--- config.mk ---
export PLATFORM = sky130hd
export DESIGN_NAME = cis_sequencer
export DESIGN_NICKNAME = d
export VERILOG_FILES = /design/src/logic/cis_pkg.sv /design/src/logic/cis_sequencer.sv
export VERILOG_INCLUDE_DIRS = /design/src /design/src/logic
export SDC_FILE = /design/constraint.sdc
export NUM_CORES = 1
export LEC_CHECK = 0
export ABC_AREA = 1
export BUFFER_PORTS_ARGS = -buffer_cell sky130_fd_sc_hd__buf_4
export CAP_MARGIN = 20
export CORE_UTILIZATION = 42
export CTS_BUF_LIST = sky130_fd_sc_hd__clkbuf_4 sky130_fd_sc_hd__clkbuf_8
export DETAILED_ROUTE_END_ITERATION = 10
export PLACE_DENSITY_LB_ADDON = 0.3
export REMOVE_ABC_BUFFERS = 1
export SLEW_MARGIN = 20
export SYNTH_ARGS = -nofsm -noshare
export SYNTH_HDL_FRONTEND = slang
export SYNTH_SLANG_ARGS = --single-unit
--- constraint.sdc ---
create_clock -name i_sys_clk -period 1.8 [get_ports i_sys_clk]
set_input_delay 0.36 -clock i_sys_clk [delete_from_list [all_inputs] [get_ports i_sys_clk]]
set_output_delay 0.36 -clock i_sys_clk [all_outputs]
set_load 0.02 [all_outputs]
--- src/logic/cis_defines.svh ---
// Register offsets, bit positions and timing constants of the interrupt sequencer.
`ifndef CIS_DEFINES_SVH
`define CIS_DEFINES_SVH
`define CIS_OFS_CTRL 12'h000
`define CIS_OFS_PIE 12'h004
`define CIS_OFS_PIR 12'h008
`define CIS_OFS_CHG 12'h00c
`define CIS_OFS_EDGE 12'h010
`define CIS_OFS_SH_ACC 12'hf80
`define CIS_OFS_SH_STAT 12'hf84
`define CIS_OFS_SH_BANK 12'hf88
`define CIS_OFS_SH_IPTR 12'hf8c
`define CIS_OFS_SH_PCL 12'hf90
`define CIS_B_GLOBAL_EN 7
`define CIS_B_GROUP_EN 6
`define CIS_B_TIE 5
`define CIS_B_EIE 4
`define CIS_B_CIE 3
`define CIS_B_TIF 2
`define CIS_B_EIF 1
`define CIS_B_CIF 0
`define CIS_VECTOR 15'h0004
`define CIS_PC_RESET 15'h0000
`define CIS_Q1 2'h0
`define CIS_Q4 2'h3
`define CIS_PHASE_STEP 2'h1
`define CIS_ARM_DONE 2'h3
`define CIS_GUARD_WAKE 2'h2
`define CIS_STAT_SAVE_MASK 8'he7
`define CIS_RESP_OK 2'h0
`define CIS_RESP_ERR 2'h2
`endif

--- src/logic/cis_pkg.sv ---
// Shared types of the interrupt sequencer: saved core context and sequencer states.
package cis_pkg;
  // Core registers that are copied on entry and restored on return.
  typedef struct packed {
    logic [7:0] acc;
    logic [7:0] status;
    logic [4:0] bank;
    logic [15:0] ind_ptr;
    logic [6:0] pc_high_latch;
  } cis_ctx_s;
  // Entry sequencer, one state per instruction cycle of the entry.
  typedef enum logic [1:0] {ST_IDLE, ST_FLUSH, ST_PUSH, ST_VECTOR} cis_state_e;
endpackage

--- src/logic/cis_sequencer.sv ---
// Interrupt flag, enable, vectoring and context shadow logic with an AXI4-Lite register port.
// Behaviour
// RL1: Any reset leaves all interrupts disabled.
// RL2: Take only with global and own enables.
// RL3: Flags set regardless of any enable.
// RL4: Entry flushes, clears enable, pushes, saves, vectors.
// RL5: Handler events flag but never redirect.
// RL6: Return pops, restores context, sets global enable.
// RL7: Pending enabled event serviced when enable returns.
// RL8: Handler software clears flags before returning.
// RL9: Synchronous latency three or four cycles.
// RL10: Asynchronous latency three to five cycles.
// RL11: Latency independent of instruction length.
// RL12: Pin flag sampled every first quarter.
// RL13: Software arms enables before sleeping.
// RL14: Wake vectors only when global enable set.
// RL15: Instruction after sleep runs before vectoring.
// RL16: Pin edge selectable rising or falling.
// RL17: Valid pin edge sets flag, may redirect.
// RL18: Entry copies core registers except two status bits.
// RL19: Return restores shadows; shadow writes change result.
// RL20: Shadows software accessible in bank thirty-one.
// RL21: Global bit seven, group bit six, reset zero.
// RL22: Change summary read-only, follows individual flags.
// RL23: Request is gated OR of flag and enable.
// RL24: One vector, no priority, software polls.
//
// Local design decisions: register access over AXI4-Lite and the placing of the registers.
`timescale 1ns/1ps
`include "cis_defines.svh"
module cis_sequencer (
  // Clock and synchronous reset.
  input wire logic i_sys_clk,
  input wire logic i_reset,
  // AXI4-Lite write channels.
  input wire logic i_axi_awvalid,
  output logic o_axi_awready,
  input wire logic [11:0] i_axi_awaddr,
  input wire logic i_axi_wvalid,
  output logic o_axi_wready,
  input wire logic [31:0] i_axi_wdata,
  input wire logic [3:0] i_axi_wstrb,
  output logic o_axi_bvalid,
  input wire logic i_axi_bready,
  output logic [1:0] o_axi_bresp,
  // AXI4-Lite read channels.
  input wire logic i_axi_arvalid,
  output logic o_axi_arready,
  input wire logic [11:0] i_axi_araddr,
  output logic o_axi_rvalid,
  input wire logic i_axi_rready,
  output logic [31:0] o_axi_rdata,
  output logic [1:0] o_axi_rresp,
  // Event sources.
  input wire logic i_ext_pin,
  input wire logic i_timer_overflow,
  input wire logic [7:0] i_change_events,
  input wire logic [7:0] i_periph_events,
  // Core side.
  input wire cis_pkg::cis_ctx_s i_core_ctx,
  input wire logic [14:0] i_core_pc,
  input wire logic i_return_from_handler,
  input wire logic i_sleep_active,
  output logic [1:0] o_phase,
  output logic o_irq_request,
  output logic o_flush,
  output logic o_push_pc,
  output logic [14:0] o_push_addr,
  output logic o_load_pc,
  output logic [14:0] o_pc_value,
  output logic o_pop_pc,
  output logic o_restore,
  output cis_pkg::cis_ctx_s o_restore_ctx,
  output logic o_wake
);
  // Control bits of the irq_control_reg.
  logic global_irq_enable;
  logic periph_group_enable;
  logic timer_irq_enable;
  logic ext_pin_irq_enable;
  logic change_irq_enable;
  logic timer_irq_flag;
  logic ext_pin_irq_flag;
  // Peripheral group enables and flags.
  logic [7:0] periph_enable_reg_1;
  logic [7:0] periph_flag_reg_1;
  // Individual change flags; the summary is derived from them.
  logic [7:0] change_flags;
  logic change_summary_flag;
  logic ext_edge_select;
  // External pin synchroniser, previous level and arming counter.
  logic ext_meta;
  logic ext_sync;
  logic ext_prev;
  logic [1:0] ext_arm;
  logic ext_edge_hit;
  // Sequencer state, quarter phase and wake guard.
  cis_pkg::cis_state_e state;
  logic [1:0] quarter;
  logic [1:0] wake_guard;
  logic pending;
  logic request;
  logic start_entry;
  logic push_go;
  logic vec_go;
  logic ret_go;
  // Held write address and data of the bus slave.
  logic [11:0] aw_addr;
  logic [31:0] w_data;
  logic [3:0] w_strb;
  logic do_write;
  logic [31:0] rd_word;
  logic [7:0] ctrl_word;

  // Tells whether an offset names a register; unaligned offsets do not.
  function automatic logic is_mapped(input logic [11:0] a);
    case (a)
      `CIS_OFS_CTRL, `CIS_OFS_PIE, `CIS_OFS_PIR, `CIS_OFS_CHG, `CIS_OFS_EDGE,
      `CIS_OFS_SH_ACC, `CIS_OFS_SH_STAT, `CIS_OFS_SH_BANK, `CIS_OFS_SH_IPTR,
      `CIS_OFS_SH_PCL: is_mapped = 1'h1;
      default: is_mapped = 1'h0;
    endcase
  endfunction

  // Write strobe of one register through byte lane zero.
  function automatic logic wr_hit(input logic [11:0] ofs);
    wr_hit = do_write && w_strb[0] && (aw_addr == ofs);
  endfunction

  // Quarter-phase counter; four system clocks form one instruction cycle.
  always_ff @(posedge i_sys_clk) begin
    if (i_reset) begin
      quarter <= `CIS_Q1;
    end else begin
      quarter <= quarter + `CIS_PHASE_STEP;
    end
  end

  // Write address channel; held until the response has been taken.
  always_ff @(posedge i_sys_clk) begin
    if (i_reset) begin
      o_axi_awready <= 1'h1;
      aw_addr <= 12'h000;
    end else if (i_axi_awvalid && o_axi_awready) begin
      o_axi_awready <= 1'h0;
      aw_addr <= i_axi_awaddr;
    end else if (o_axi_bvalid && i_axi_bready) begin
      o_axi_awready <= 1'h1;
    end
  end

  // Write data channel, taken independently of the address.
  always_ff @(posedge i_sys_clk) begin
    if (i_reset) begin
      o_axi_wready <= 1'h1;
      w_data <= 32'h0000_0000;
      w_strb <= 4'h0;
    end else if (i_axi_wvalid && o_axi_wready) begin
      o_axi_wready <= 1'h0;
      w_data <= i_axi_wdata;
      w_strb <= i_axi_wstrb;
    end else if (o_axi_bvalid && i_axi_bready) begin
      o_axi_wready <= 1'h1;
    end
  end

  // The write is performed once, in the cycle both halves are held.
  assign do_write = !o_axi_awready && !o_axi_wready && !o_axi_bvalid;

  // Write response; an unmapped offset is answered with a slave error.
  always_ff @(posedge i_sys_clk) begin
    if (i_reset) begin
      o_axi_bvalid <= 1'h0;
      o_axi_bresp <= `CIS_RESP_OK;
    end else if (do_write) begin
      o_axi_bvalid <= 1'h1;
      o_axi_bresp <= is_mapped(aw_addr) ? `CIS_RESP_OK : `CIS_RESP_ERR;
    end else if (o_axi_bvalid && i_axi_bready) begin
      o_axi_bvalid <= 1'h0;
    end
  end

  // Packed view of the control register as software reads it.
  assign ctrl_word = {global_irq_enable, periph_group_enable, timer_irq_enable, ext_pin_irq_enable,
                      change_irq_enable, timer_irq_flag, ext_pin_irq_flag, change_summary_flag};

  // Read multiplexer; unused upper bits read as zero.
  always_comb begin
    rd_word = 32'h0000_0000;
    case (i_axi_araddr)
      `CIS_OFS_CTRL: rd_word[7:0] = ctrl_word;
      `CIS_OFS_PIE: rd_word[7:0] = periph_enable_reg_1;
      `CIS_OFS_PIR: rd_word[7:0] = periph_flag_reg_1;
      `CIS_OFS_CHG: rd_word[7:0] = change_flags;
      `CIS_OFS_EDGE: rd_word[0] = ext_edge_select;
      `CIS_OFS_SH_ACC: rd_word[7:0] = o_restore_ctx.acc; // [RL20]
      `CIS_OFS_SH_STAT: rd_word[7:0] = o_restore_ctx.status;
      `CIS_OFS_SH_BANK: rd_word[4:0] = o_restore_ctx.bank;
      `CIS_OFS_SH_IPTR: rd_word[15:0] = o_restore_ctx.ind_ptr;
      `CIS_OFS_SH_PCL: rd_word[6:0] = o_restore_ctx.pc_high_latch;
      default: rd_word = 32'h0000_0000;
    endcase
  end

  // Read channel; reads have no side effects, so flags survive polling.
  always_ff @(posedge i_sys_clk) begin
    if (i_reset) begin
      o_axi_arready <= 1'h1;
      o_axi_rvalid <= 1'h0;
      o_axi_rdata <= 32'h0000_0000;
      o_axi_rresp <= `CIS_RESP_OK;
    end else if (i_axi_arvalid && o_axi_arready) begin
      o_axi_arready <= 1'h0;
      o_axi_rvalid <= 1'h1;
      o_axi_rdata <= rd_word;
      o_axi_rresp <= is_mapped(i_axi_araddr) ? `CIS_RESP_OK : `CIS_RESP_ERR;
    end else if (o_axi_rvalid && i_axi_rready) begin
      o_axi_rvalid <= 1'h0;
      o_axi_arready <= 1'h1;
    end
  end

  // External pin passes two flops before anything looks at it.
  always_ff @(posedge i_sys_clk) begin
    ext_meta <= i_ext_pin;
    ext_sync <= ext_meta;
    ext_prev <= ext_sync;
  end

  // Edges are ignored until the chain holds real pin levels, so reset cannot fake one.
  always_ff @(posedge i_sys_clk) begin
    if (i_reset) begin
      ext_arm <= 2'h0;
    end else if (ext_arm != `CIS_ARM_DONE) begin
      ext_arm <= ext_arm + 2'h1;
    end
  end

  // Edge polarity is chosen by the select bit.
  assign ext_edge_hit = (ext_arm == `CIS_ARM_DONE) &&
                        (ext_edge_select ? (ext_sync && !ext_prev) : (!ext_sync && ext_prev)); // [RL16]

  // Global enable: hardware entry and return outrank a software write in the same cycle.
  always_ff @(posedge i_sys_clk) begin
    if (i_reset) begin
      global_irq_enable <= 1'h0; // [RL1] [RL21]
    end else if (start_entry) begin
      global_irq_enable <= 1'h0; // [RL4]
    end else if (ret_go) begin
      global_irq_enable <= 1'h1; // [RL6]
    end else if (wr_hit(`CIS_OFS_CTRL)) begin
      global_irq_enable <= w_data[`CIS_B_GLOBAL_EN];
    end
  end

  // Enables of the control and peripheral enable registers, and edge select.
  always_ff @(posedge i_sys_clk) begin
    if (i_reset) begin
      periph_group_enable <= 1'h0; // [RL21]
      timer_irq_enable <= 1'h0;
      ext_pin_irq_enable <= 1'h0;
      change_irq_enable <= 1'h0;
      ext_edge_select <= 1'h0;
      periph_enable_reg_1 <= 8'h00;
    end else begin
      if (wr_hit(`CIS_OFS_CTRL)) begin
        periph_group_enable <= w_data[`CIS_B_GROUP_EN];
        timer_irq_enable <= w_data[`CIS_B_TIE];
        ext_pin_irq_enable <= w_data[`CIS_B_EIE];
        change_irq_enable <= w_data[`CIS_B_CIE];
      end
      if (wr_hit(`CIS_OFS_EDGE)) begin
        ext_edge_select <= w_data[0];
      end
      if (wr_hit(`CIS_OFS_PIE)) begin
        periph_enable_reg_1 <= w_data[7:0];
      end
    end
  end

  // Flags set on their events whatever the enables say; a set in the clearing cycle wins.
  // Hardware never clears them, so the handler must.
  always_ff @(posedge i_sys_clk) begin
    if (i_reset) begin
      timer_irq_flag <= 1'h0;
      ext_pin_irq_flag <= 1'h0;
      periph_flag_reg_1 <= 8'h00;
      change_flags <= 8'h00;
    end else begin
      timer_irq_flag <= (wr_hit(`CIS_OFS_CTRL) ? w_data[`CIS_B_TIF] : timer_irq_flag) | i_timer_overflow; // [RL3]
      ext_pin_irq_flag <= (wr_hit(`CIS_OFS_CTRL) ? w_data[`CIS_B_EIF] : ext_pin_irq_flag) | ext_edge_hit; // [RL17]
      periph_flag_reg_1 <= (wr_hit(`CIS_OFS_PIR) ? w_data[7:0] : periph_flag_reg_1) | i_periph_events; // [RL3] [RL8]
      change_flags <= (wr_hit(`CIS_OFS_CHG) ? w_data[7:0] : change_flags) | i_change_events;
    end
  end

  // Summary is not stored; it drops as soon as the last change flag is cleared.
  assign change_summary_flag = |change_flags; // [RL22]

  // Any enabled flag; a single shared vector and no priority among sources.
  assign pending = (timer_irq_enable && timer_irq_flag) || (ext_pin_irq_enable && ext_pin_irq_flag) ||
                   (change_irq_enable && change_summary_flag) ||
                   (periph_group_enable && |(periph_enable_reg_1 & periph_flag_reg_1)); // [RL2] [RL23] [RL24]
  assign request = global_irq_enable && pending; // [RL2] [RL23]

  // Sampling only at the first quarter; entry never waits for an instruction boundary.
  assign start_entry = (state == cis_pkg::ST_IDLE) && (quarter == `CIS_Q1) && request &&
                       (wake_guard == 2'h0) && !i_sleep_active; // [RL7] [RL9] [RL10] [RL11] [RL12]
  assign push_go = (state == cis_pkg::ST_FLUSH) && (quarter == `CIS_Q4);
  assign vec_go = (state == cis_pkg::ST_VECTOR) && (quarter == `CIS_Q4);
  assign ret_go = i_return_from_handler && (state == cis_pkg::ST_IDLE);

  // Entry sequencer: flush, push and save, then vector, one instruction cycle each.
  always_ff @(posedge i_sys_clk) begin
    if (i_reset) begin
      state <= cis_pkg::ST_IDLE;
    end else begin
      case (state)
        cis_pkg::ST_IDLE: begin
          if (start_entry) begin
            state <= cis_pkg::ST_FLUSH; // [RL4]
          end
        end
        cis_pkg::ST_FLUSH: begin
          if (push_go) begin
            state <= cis_pkg::ST_PUSH;
          end
        end
        cis_pkg::ST_PUSH: begin
          if (quarter == `CIS_Q4) begin
            state <= cis_pkg::ST_VECTOR;
          end
        end
        cis_pkg::ST_VECTOR: begin
          if (vec_go) begin
            state <= cis_pkg::ST_IDLE;
          end
        end
        default: state <= cis_pkg::ST_IDLE;
      endcase
    end
  end

  // Core strobes of the entry and return sequences.
  always_ff @(posedge i_sys_clk) begin
    if (i_reset) begin
      o_flush <= 1'h0;
      o_push_pc <= 1'h0;
      o_push_addr <= `CIS_PC_RESET;
      o_load_pc <= 1'h0;
      o_pc_value <= `CIS_PC_RESET;
      o_pop_pc <= 1'h0;
      o_restore <= 1'h0;
      o_irq_request <= 1'h0;
      o_phase <= `CIS_Q1;
    end else begin
      o_flush <= start_entry; // [RL4]
      o_push_pc <= push_go;
      if (push_go) begin
        o_push_addr <= i_core_pc;
      end
      o_load_pc <= vec_go;
      if (vec_go) begin
        o_pc_value <= `CIS_VECTOR; // [RL4] [RL24]
      end
      o_pop_pc <= ret_go; // [RL6]
      o_restore <= ret_go; // [RL19]
      o_irq_request <= request;
      o_phase <= quarter;
    end
  end

  // Shadow copies; the entry save outranks a software write in the same cycle.
  // Timeout and power-down bits are not saved, so the core keeps its own on restore.
  always_ff @(posedge i_sys_clk) begin
    if (i_reset) begin
      o_restore_ctx <= '0;
    end else if (push_go) begin
      o_restore_ctx <= i_core_ctx; // [RL18]
      o_restore_ctx.status <= i_core_ctx.status & `CIS_STAT_SAVE_MASK; // [RL18]
    end else begin
      if (wr_hit(`CIS_OFS_SH_ACC)) begin
        o_restore_ctx.acc <= w_data[7:0]; // [RL19] [RL20]
      end
      if (wr_hit(`CIS_OFS_SH_STAT)) begin
        o_restore_ctx.status <= w_data[7:0] & `CIS_STAT_SAVE_MASK;
      end
      if (wr_hit(`CIS_OFS_SH_BANK)) begin
        o_restore_ctx.bank <= w_data[4:0];
      end
      if (wr_hit(`CIS_OFS_SH_IPTR)) begin
        o_restore_ctx.ind_ptr[7:0] <= w_data[7:0];
      end
      if (do_write && w_strb[1] && (aw_addr == `CIS_OFS_SH_IPTR)) begin
        o_restore_ctx.ind_ptr[15:8] <= w_data[15:8];
      end
      if (wr_hit(`CIS_OFS_SH_PCL)) begin
        o_restore_ctx.pc_high_latch <= w_data[6:0];
      end
    end
  end

  // Wake works from enables alone; the guard lets the instruction after sleep run first.
  always_ff @(posedge i_sys_clk) begin
    if (i_reset) begin
      o_wake <= 1'h0;
      wake_guard <= 2'h0;
    end else begin
      o_wake <= i_sleep_active && pending && (wake_guard == 2'h0); // [RL14]
      if (i_sleep_active && pending && (wake_guard == 2'h0)) begin
        wake_guard <= `CIS_GUARD_WAKE; // [RL15]
      end else if ((quarter == `CIS_Q1) && (wake_guard != 2'h0)) begin
        wake_guard <= wake_guard - 2'h1;
      end
    end
  end
endmodule

---- Word-level counts from Yosys, hierarchy flattened ----
Cells that the tools add are included.
operators by class
  $add $sub $neg .......................... 3
  $mul .................................... 0
  divide/modulo/power cells ............... 0
  $lt $le $gt $ge ......................... 0
  eq/ne operators ......................... 28
  shift-type cells ........................ 0
  mux-type cells .......................... 43
  bitwise operators ....................... 5
  reductions and logical operators ........ 72
operators by type and width
  cell                  count
  $eq 12x12->1 const B  10
  $mux 8                7
  $eq 12x4->1 const B   4
  $mux 44               1
  $logic_and 1x1->1     38
  $pmux 4 s9            1
  $reduce_bool 2->1     13
  $eq 12x3->1 const B   2
  $eq 12x5->1 const B   2
  $logic_not 12->1      2
  $mux 1                20
  $reduce_or 10->1      2
  $mux 2                8
  $or 8x8->8            2
  $pmux 2 s8            1
  $reduce_or 8->1       2
  $ne 2x2->1 const B    5
  $pmux 1 s10           1
  $and 8x8->8           1
  $eq 2x2->1 const B    4
  $pmux 2 s4            1
  $mux 7                1
  $pmux 1 s7            1
  $logic_not 1->1       6
  9 further kinds       16
word-level totals
  bits in registers ....................... 164
  bits in latches ......................... 0
  memory bits (writable) .................. 0
  bits in read-only memories .............. 0
  bits of input ports ..................... 146
  output and inout bits ................... 124
  word-level logic and storage cells ...... 196
  memories kept ........................... 0

---- Depth between registers and ports, before layout ----
  word-level depth ........................ 10
  gate-level depth with buffers ........... 11

---- Least setup slack after synthesis ----
Ideal clock, no wire load.
  path type ............................... register to register
  start point ............................. reg o_axi_bvalid
  end point ............................... reg o_restore_ctx[34] (netlist name)
  library setup time ...................... 0.116 ns
  data arrival time ....................... 1.583 ns
  data required time ...................... 1.684 ns
  slack ................................... 0.101 ns
  stages on the path, launching flop included .. 9
  clock period less this slack ............ 1.699 ns
  path through ............................ dfxtp_1 -> nor3_4 -> nand2_4 -> nor4_4 -> nand2_1 -> nand2_2 -> inv_2 -> nor2_1 -> nor2_1
between the ends
  cells in the longest elaborated chain, start to end .. 5
RTL lines
  what                             line                  RTL
  start: declaration               cis_sequencer.sv:43   output logic o_axi_bvalid,
  start signal: assignment         cis_sequencer.sv:173  o_axi_bvalid <= 1'h0;
  start signal: assignment         cis_sequencer.sv:176  o_axi_bvalid <= 1'h1;
  start signal: assignment         cis_sequencer.sv:179  o_axi_bvalid <= 1'h0;
  $logic_not 1->1                  cis_sequencer.sv:168  assign do_write = !o_axi_awready && !o_axi_wready && !o_axi_bvalid;
  $logic_and 1x1->1                cis_sequencer.sv:168
  $logic_and 1x1->1 (2 in series)  cis_sequencer.sv:127  wr_hit = do_write && w_strb[0] && (aw_addr == ofs);
  $reduce_bool 2->1 (no line)      n/a
  end signal: assignment           cis_sequencer.sv:379  o_restore_ctx <= i_core_ctx;
  end: declaration                 cis_sequencer.sv:73   output cis_pkg::cis_ctx_s o_restore_ctx,
No other way between the ends.
A chain may end at the register's enable or synchronous reset.

---- Worst setup path in the final report ----
  start point ............................. reg state[1]
  end point ............................... reg o_restore_ctx[21] (netlist name)
between the ends
  cells in the longest elaborated chain, start to end .. 3
  elaborated cells on any way between the ends .. 4
  classes of those cells .................. eq/ne: 1; mux: 1; reduce/logical: 2
RTL lines
  what                                          line                  RTL
  start: declaration                            cis_sequencer.sv:98   cis_pkg::cis_state_e state;
  start signal: assignment                      cis_sequencer.sv:316  state <= cis_pkg::ST_IDLE;
  start signal: assignment                      cis_sequencer.sv:321  state <= cis_pkg::ST_FLUSH;
  start signal: assignment                      cis_sequencer.sv:326  state <= cis_pkg::ST_PUSH;
  $eq 2x1->1 *                                  cis_sequencer.sv:309  assign push_go = (state == cis_pkg::ST_FLUSH) && (quarter == `CIS_Q4);
  $logic_and 1x1->1 *                           cis_sequencer.sv:309
  $mux 44 or $reduce_bool 2->1 (tied branches)  n/a
Mark *: on every way between the ends. The rest lies on a longest branch, timed or not.

==> impl_metrics.yaml <==
global_routing:
  grt_pass1_vias: 7232
  grt_use_met2_pct: 41.3
  grt_usage_pct: 25.1
  grt_pass1_wl_mm: 35.9
  gr-total-overflow: 0
  busiest_layer: "met2"
  met3_usage_pct: 5.63
  grt_max_degree: 76
  grt_util_met1_pct: 31.7
  antenna_found_initial: 0
cells_and_area:
  nets: 1480
  num_antenna_cells: 0
  final_common_cell: "nand2_1"
  area_growth_pct: 32.9
  nFillCells: 1743
  layout_common_cells: "nand2_1, buf_4, dfxtp_1, nor2_1, o21ai_0"
  design_area_um2: 10100
  drive_gt1_share_pct: 23.9
yosys:
  synthArstFlopShare_pct: 0
  synth_compound_gate_area_share_pct: 14.5
  yosysSeqAreaShare_pct: 42.9
  synthMuxAreaShare_pct: 0
  synth-simple-area-share_pct: 31.3
  syn_area_um2: 7560
  synth_seq_cells: 162
  synth_top_family_by_area: "simple AND/OR/NAND/NOR gates"
  syn_inst: 1098
  netlist-cell-type-count: 34
  postSynthAreaPerCell_um2: 6.89
  yosysWarnings: 0
  synth-main-ff-cell: "dfxtp_1"
  synth-adder-area-share_pct: 1.49
  synth-xor-area-share_pct: 0
  synth_edf_count: 0
setup_path:
  crit_path_max_incr_delay_ns: 0.39
  critPathCaptureType: "flip-flop"
  slowest_stage: "dfxtp_1"
  critical_path.max_fanout: 16
  cp_cell_sequence: "inv_1, ha_1, nand2_4, buf_4, nand2_1, buf_12, o211a_1"
  cp-start-kind: "flip-flop"
  rr_worst_depth: 7
  worstSetupPathType: "reg -> reg"
  arrival_ns: 2.03
  required_ns: 2.15
timing:
  period_needed_ns: 1.68
  worst_pin_slew_ns: 0.782
  hold-worst-slack_ns: 0.120
  fmax_mhz: 596
  relSlewSlack_pct: 47.8
  setup_viol: 0
  rsz0062_at_grt: "true"
  final.period_utilization_pct: 93.1
  finClkSkew_ns: 0.0122
  finalMaxSlewViolations: 0
  hold_viol: 0
floorplanning:
  row_count: 48
  die_h_um: 136
  ios: 270
  die_area_um2: 18600
  core_area_um2: 17400
  die_w_um: 136
  initial_core_util_pct: 43.4
detailed_routing:
  first_iter_violations: 437
  routed_via_density: 5.04
  drc: 0
  first_pass_iters: 6
  routedWlPerCell_um: 14.6
  ant_nets: 0
  drt-total-wl_mm: 22.9
  vias: 7873
cts:
  numCtsBuffers: 17
  clkTransAtPathRegs_ns: 0.09
  clkLatencyLatePin_ns: 0.46
  cts_tree: "built"
  cts.sinks: 162
  clockBufferDepth: 2
  htree_levels: 4
  cts-root-buf: "clkbuf_8"
placed_design:
  place.gp.congestion: 0.899
  portBuffers: 215
  placed_cell_area_um2: 9510
  hpwl_mm: 16.8
min_path:
  hold_class: "in -> reg"
  holdPathStages: 3
pwr:
  p_leak_nw: 4.84
  peakVddDrop_mv: 0.483
  power_per_cell_area_nw_per_um2: 825
run_status:
  status: "complete, no violations"
job:
  cap_violations: 0
-- routing by layer --
metal  up-vias  routed length, µm
li1       3967                  -
met1      3559               9870
met2       308              10600
met3        39               1810
met4         0                562
met5         -                  0
-- sequential cells by signal, summed over array words and instances (netlist names), 2 cells and up --
| name | flops |
|---|---|
| o_restore_ctx | 42 |
| o_axi_rdata | 16 |
| w_data | 16 |
| o_push_addr | 15 |
| aw_addr | 12 |
| change_flags | 8 |
| periph_enable_reg_1 | 8 |
| periph_flag_reg_1 | 8 |
| ext_arm | 2 |
| o_phase | 2 |
| quarter | 2 |
| state | 2 |
| w_strb | 2 |
| wake_guard | 2 |
-- repair_timing --
| action | 4_1_cts | 5_1_grt |
|---|---|---|
| setup endpoints to repair | 13 | 61 |
| hold buffers | 1 | 0 |
| cloned | 0 | 0 |
| setup buffers | 0 | 1 |
| pin swaps | 0 | 3 |
| gates resized for setup | 2 | 19 |
| hold endpoints to repair | 1 | 0 |
-- metrics by stage --
step | setup WS (ns) | TNS (ns) | util, % | std cells | total power [W]
global placement | -0.0690 | -0.695 | 54.6 | 1529 | 0.00532
floorplan | -1.64 | -98.05 | - | 1048 | 0.00474
detailed placement | -0.0747 | -0.879 | 54.6 | 1529 | 0.00536
finish | 0.123 | 0 | 57.7 | 1563 | 0.00830
CTS | 0.0263 | 0 | 57.2 | 1562 | 0.00833
global route | -0.0313 | -0.0313 | 57.7 | 1563 | 0.00867
-- cell usage after synthesis (5+ instances only) --
cell type	number	share of area (%)
inv_1	73	3.6
buf_1	5	0.25
o21ai_0	102	6.7
nor2_1	166	8.2
nor3_1	10	0.66
nand2_1	278	14
a31oi_1	30	2.5
nand4_1	11	0.91
ha_1	9	1.5
clkbuf_1	39	1.9
o211a_1	9	1.2
a21oi_1	55	3.6
nand3_1	81	5.4
dfxtp_1	162	43
buf_4	35	3.5
-- layout make-up --
type | count | area (µm²) | share of cell area, %
Multi-Input combinational cell | 809 | 3790 | 37.7
Clock buffer | 20 | 263 | 2.61
Sequential cell | 162 | 3240 | 32.3
Clock inverter | 12 | 180 | 1.79
Timing Repair Buffer | 258 | 2010 | 19.9
Inverter | 77 | 289 | 2.87
Tap cell | 225 | 282 | 2.80
-- critical path: cells and delay by family, from the launching register on --
family                     cells  cell delay, ns
AOI/OAI and AO/OA              1            0.20
DFF                            1            0.39
adders and majority gates      1            0.23
and+or+nand+nor                2            0.28
buffers and inverters          3            0.46
-- cell families (layout without fill, tap and decap cells) --
logic type / count (synthesis) / after routing
compound gates: 201 / 201
buf+inv: 160 / 367
fa+ha+maj: 9 / 9
flops: 162 / 162
simple gates: 565 / 565
other cells: 1 / 34
-- final timing paths --
path	from	to	slack (ns)
setup reg to reg	state[1]	o_restore_ctx[21]	0.12
hold / removal	i_periph_events[6]	periph_flag_reg_1[6]	0.12
setup / recovery	state[1]	o_restore_ctx[21]	0.12
hold reg to reg	ext_meta	ext_sync	0.33
-- where the power goes --
group | internal, W | switching [W]
Clock | 0.00159 | 0.00139
Sequential | 0.00378 | 0.000195
Combinational | 0.000567 | 0.000773
No activity file was read; power rests on OpenSTA's default activity.
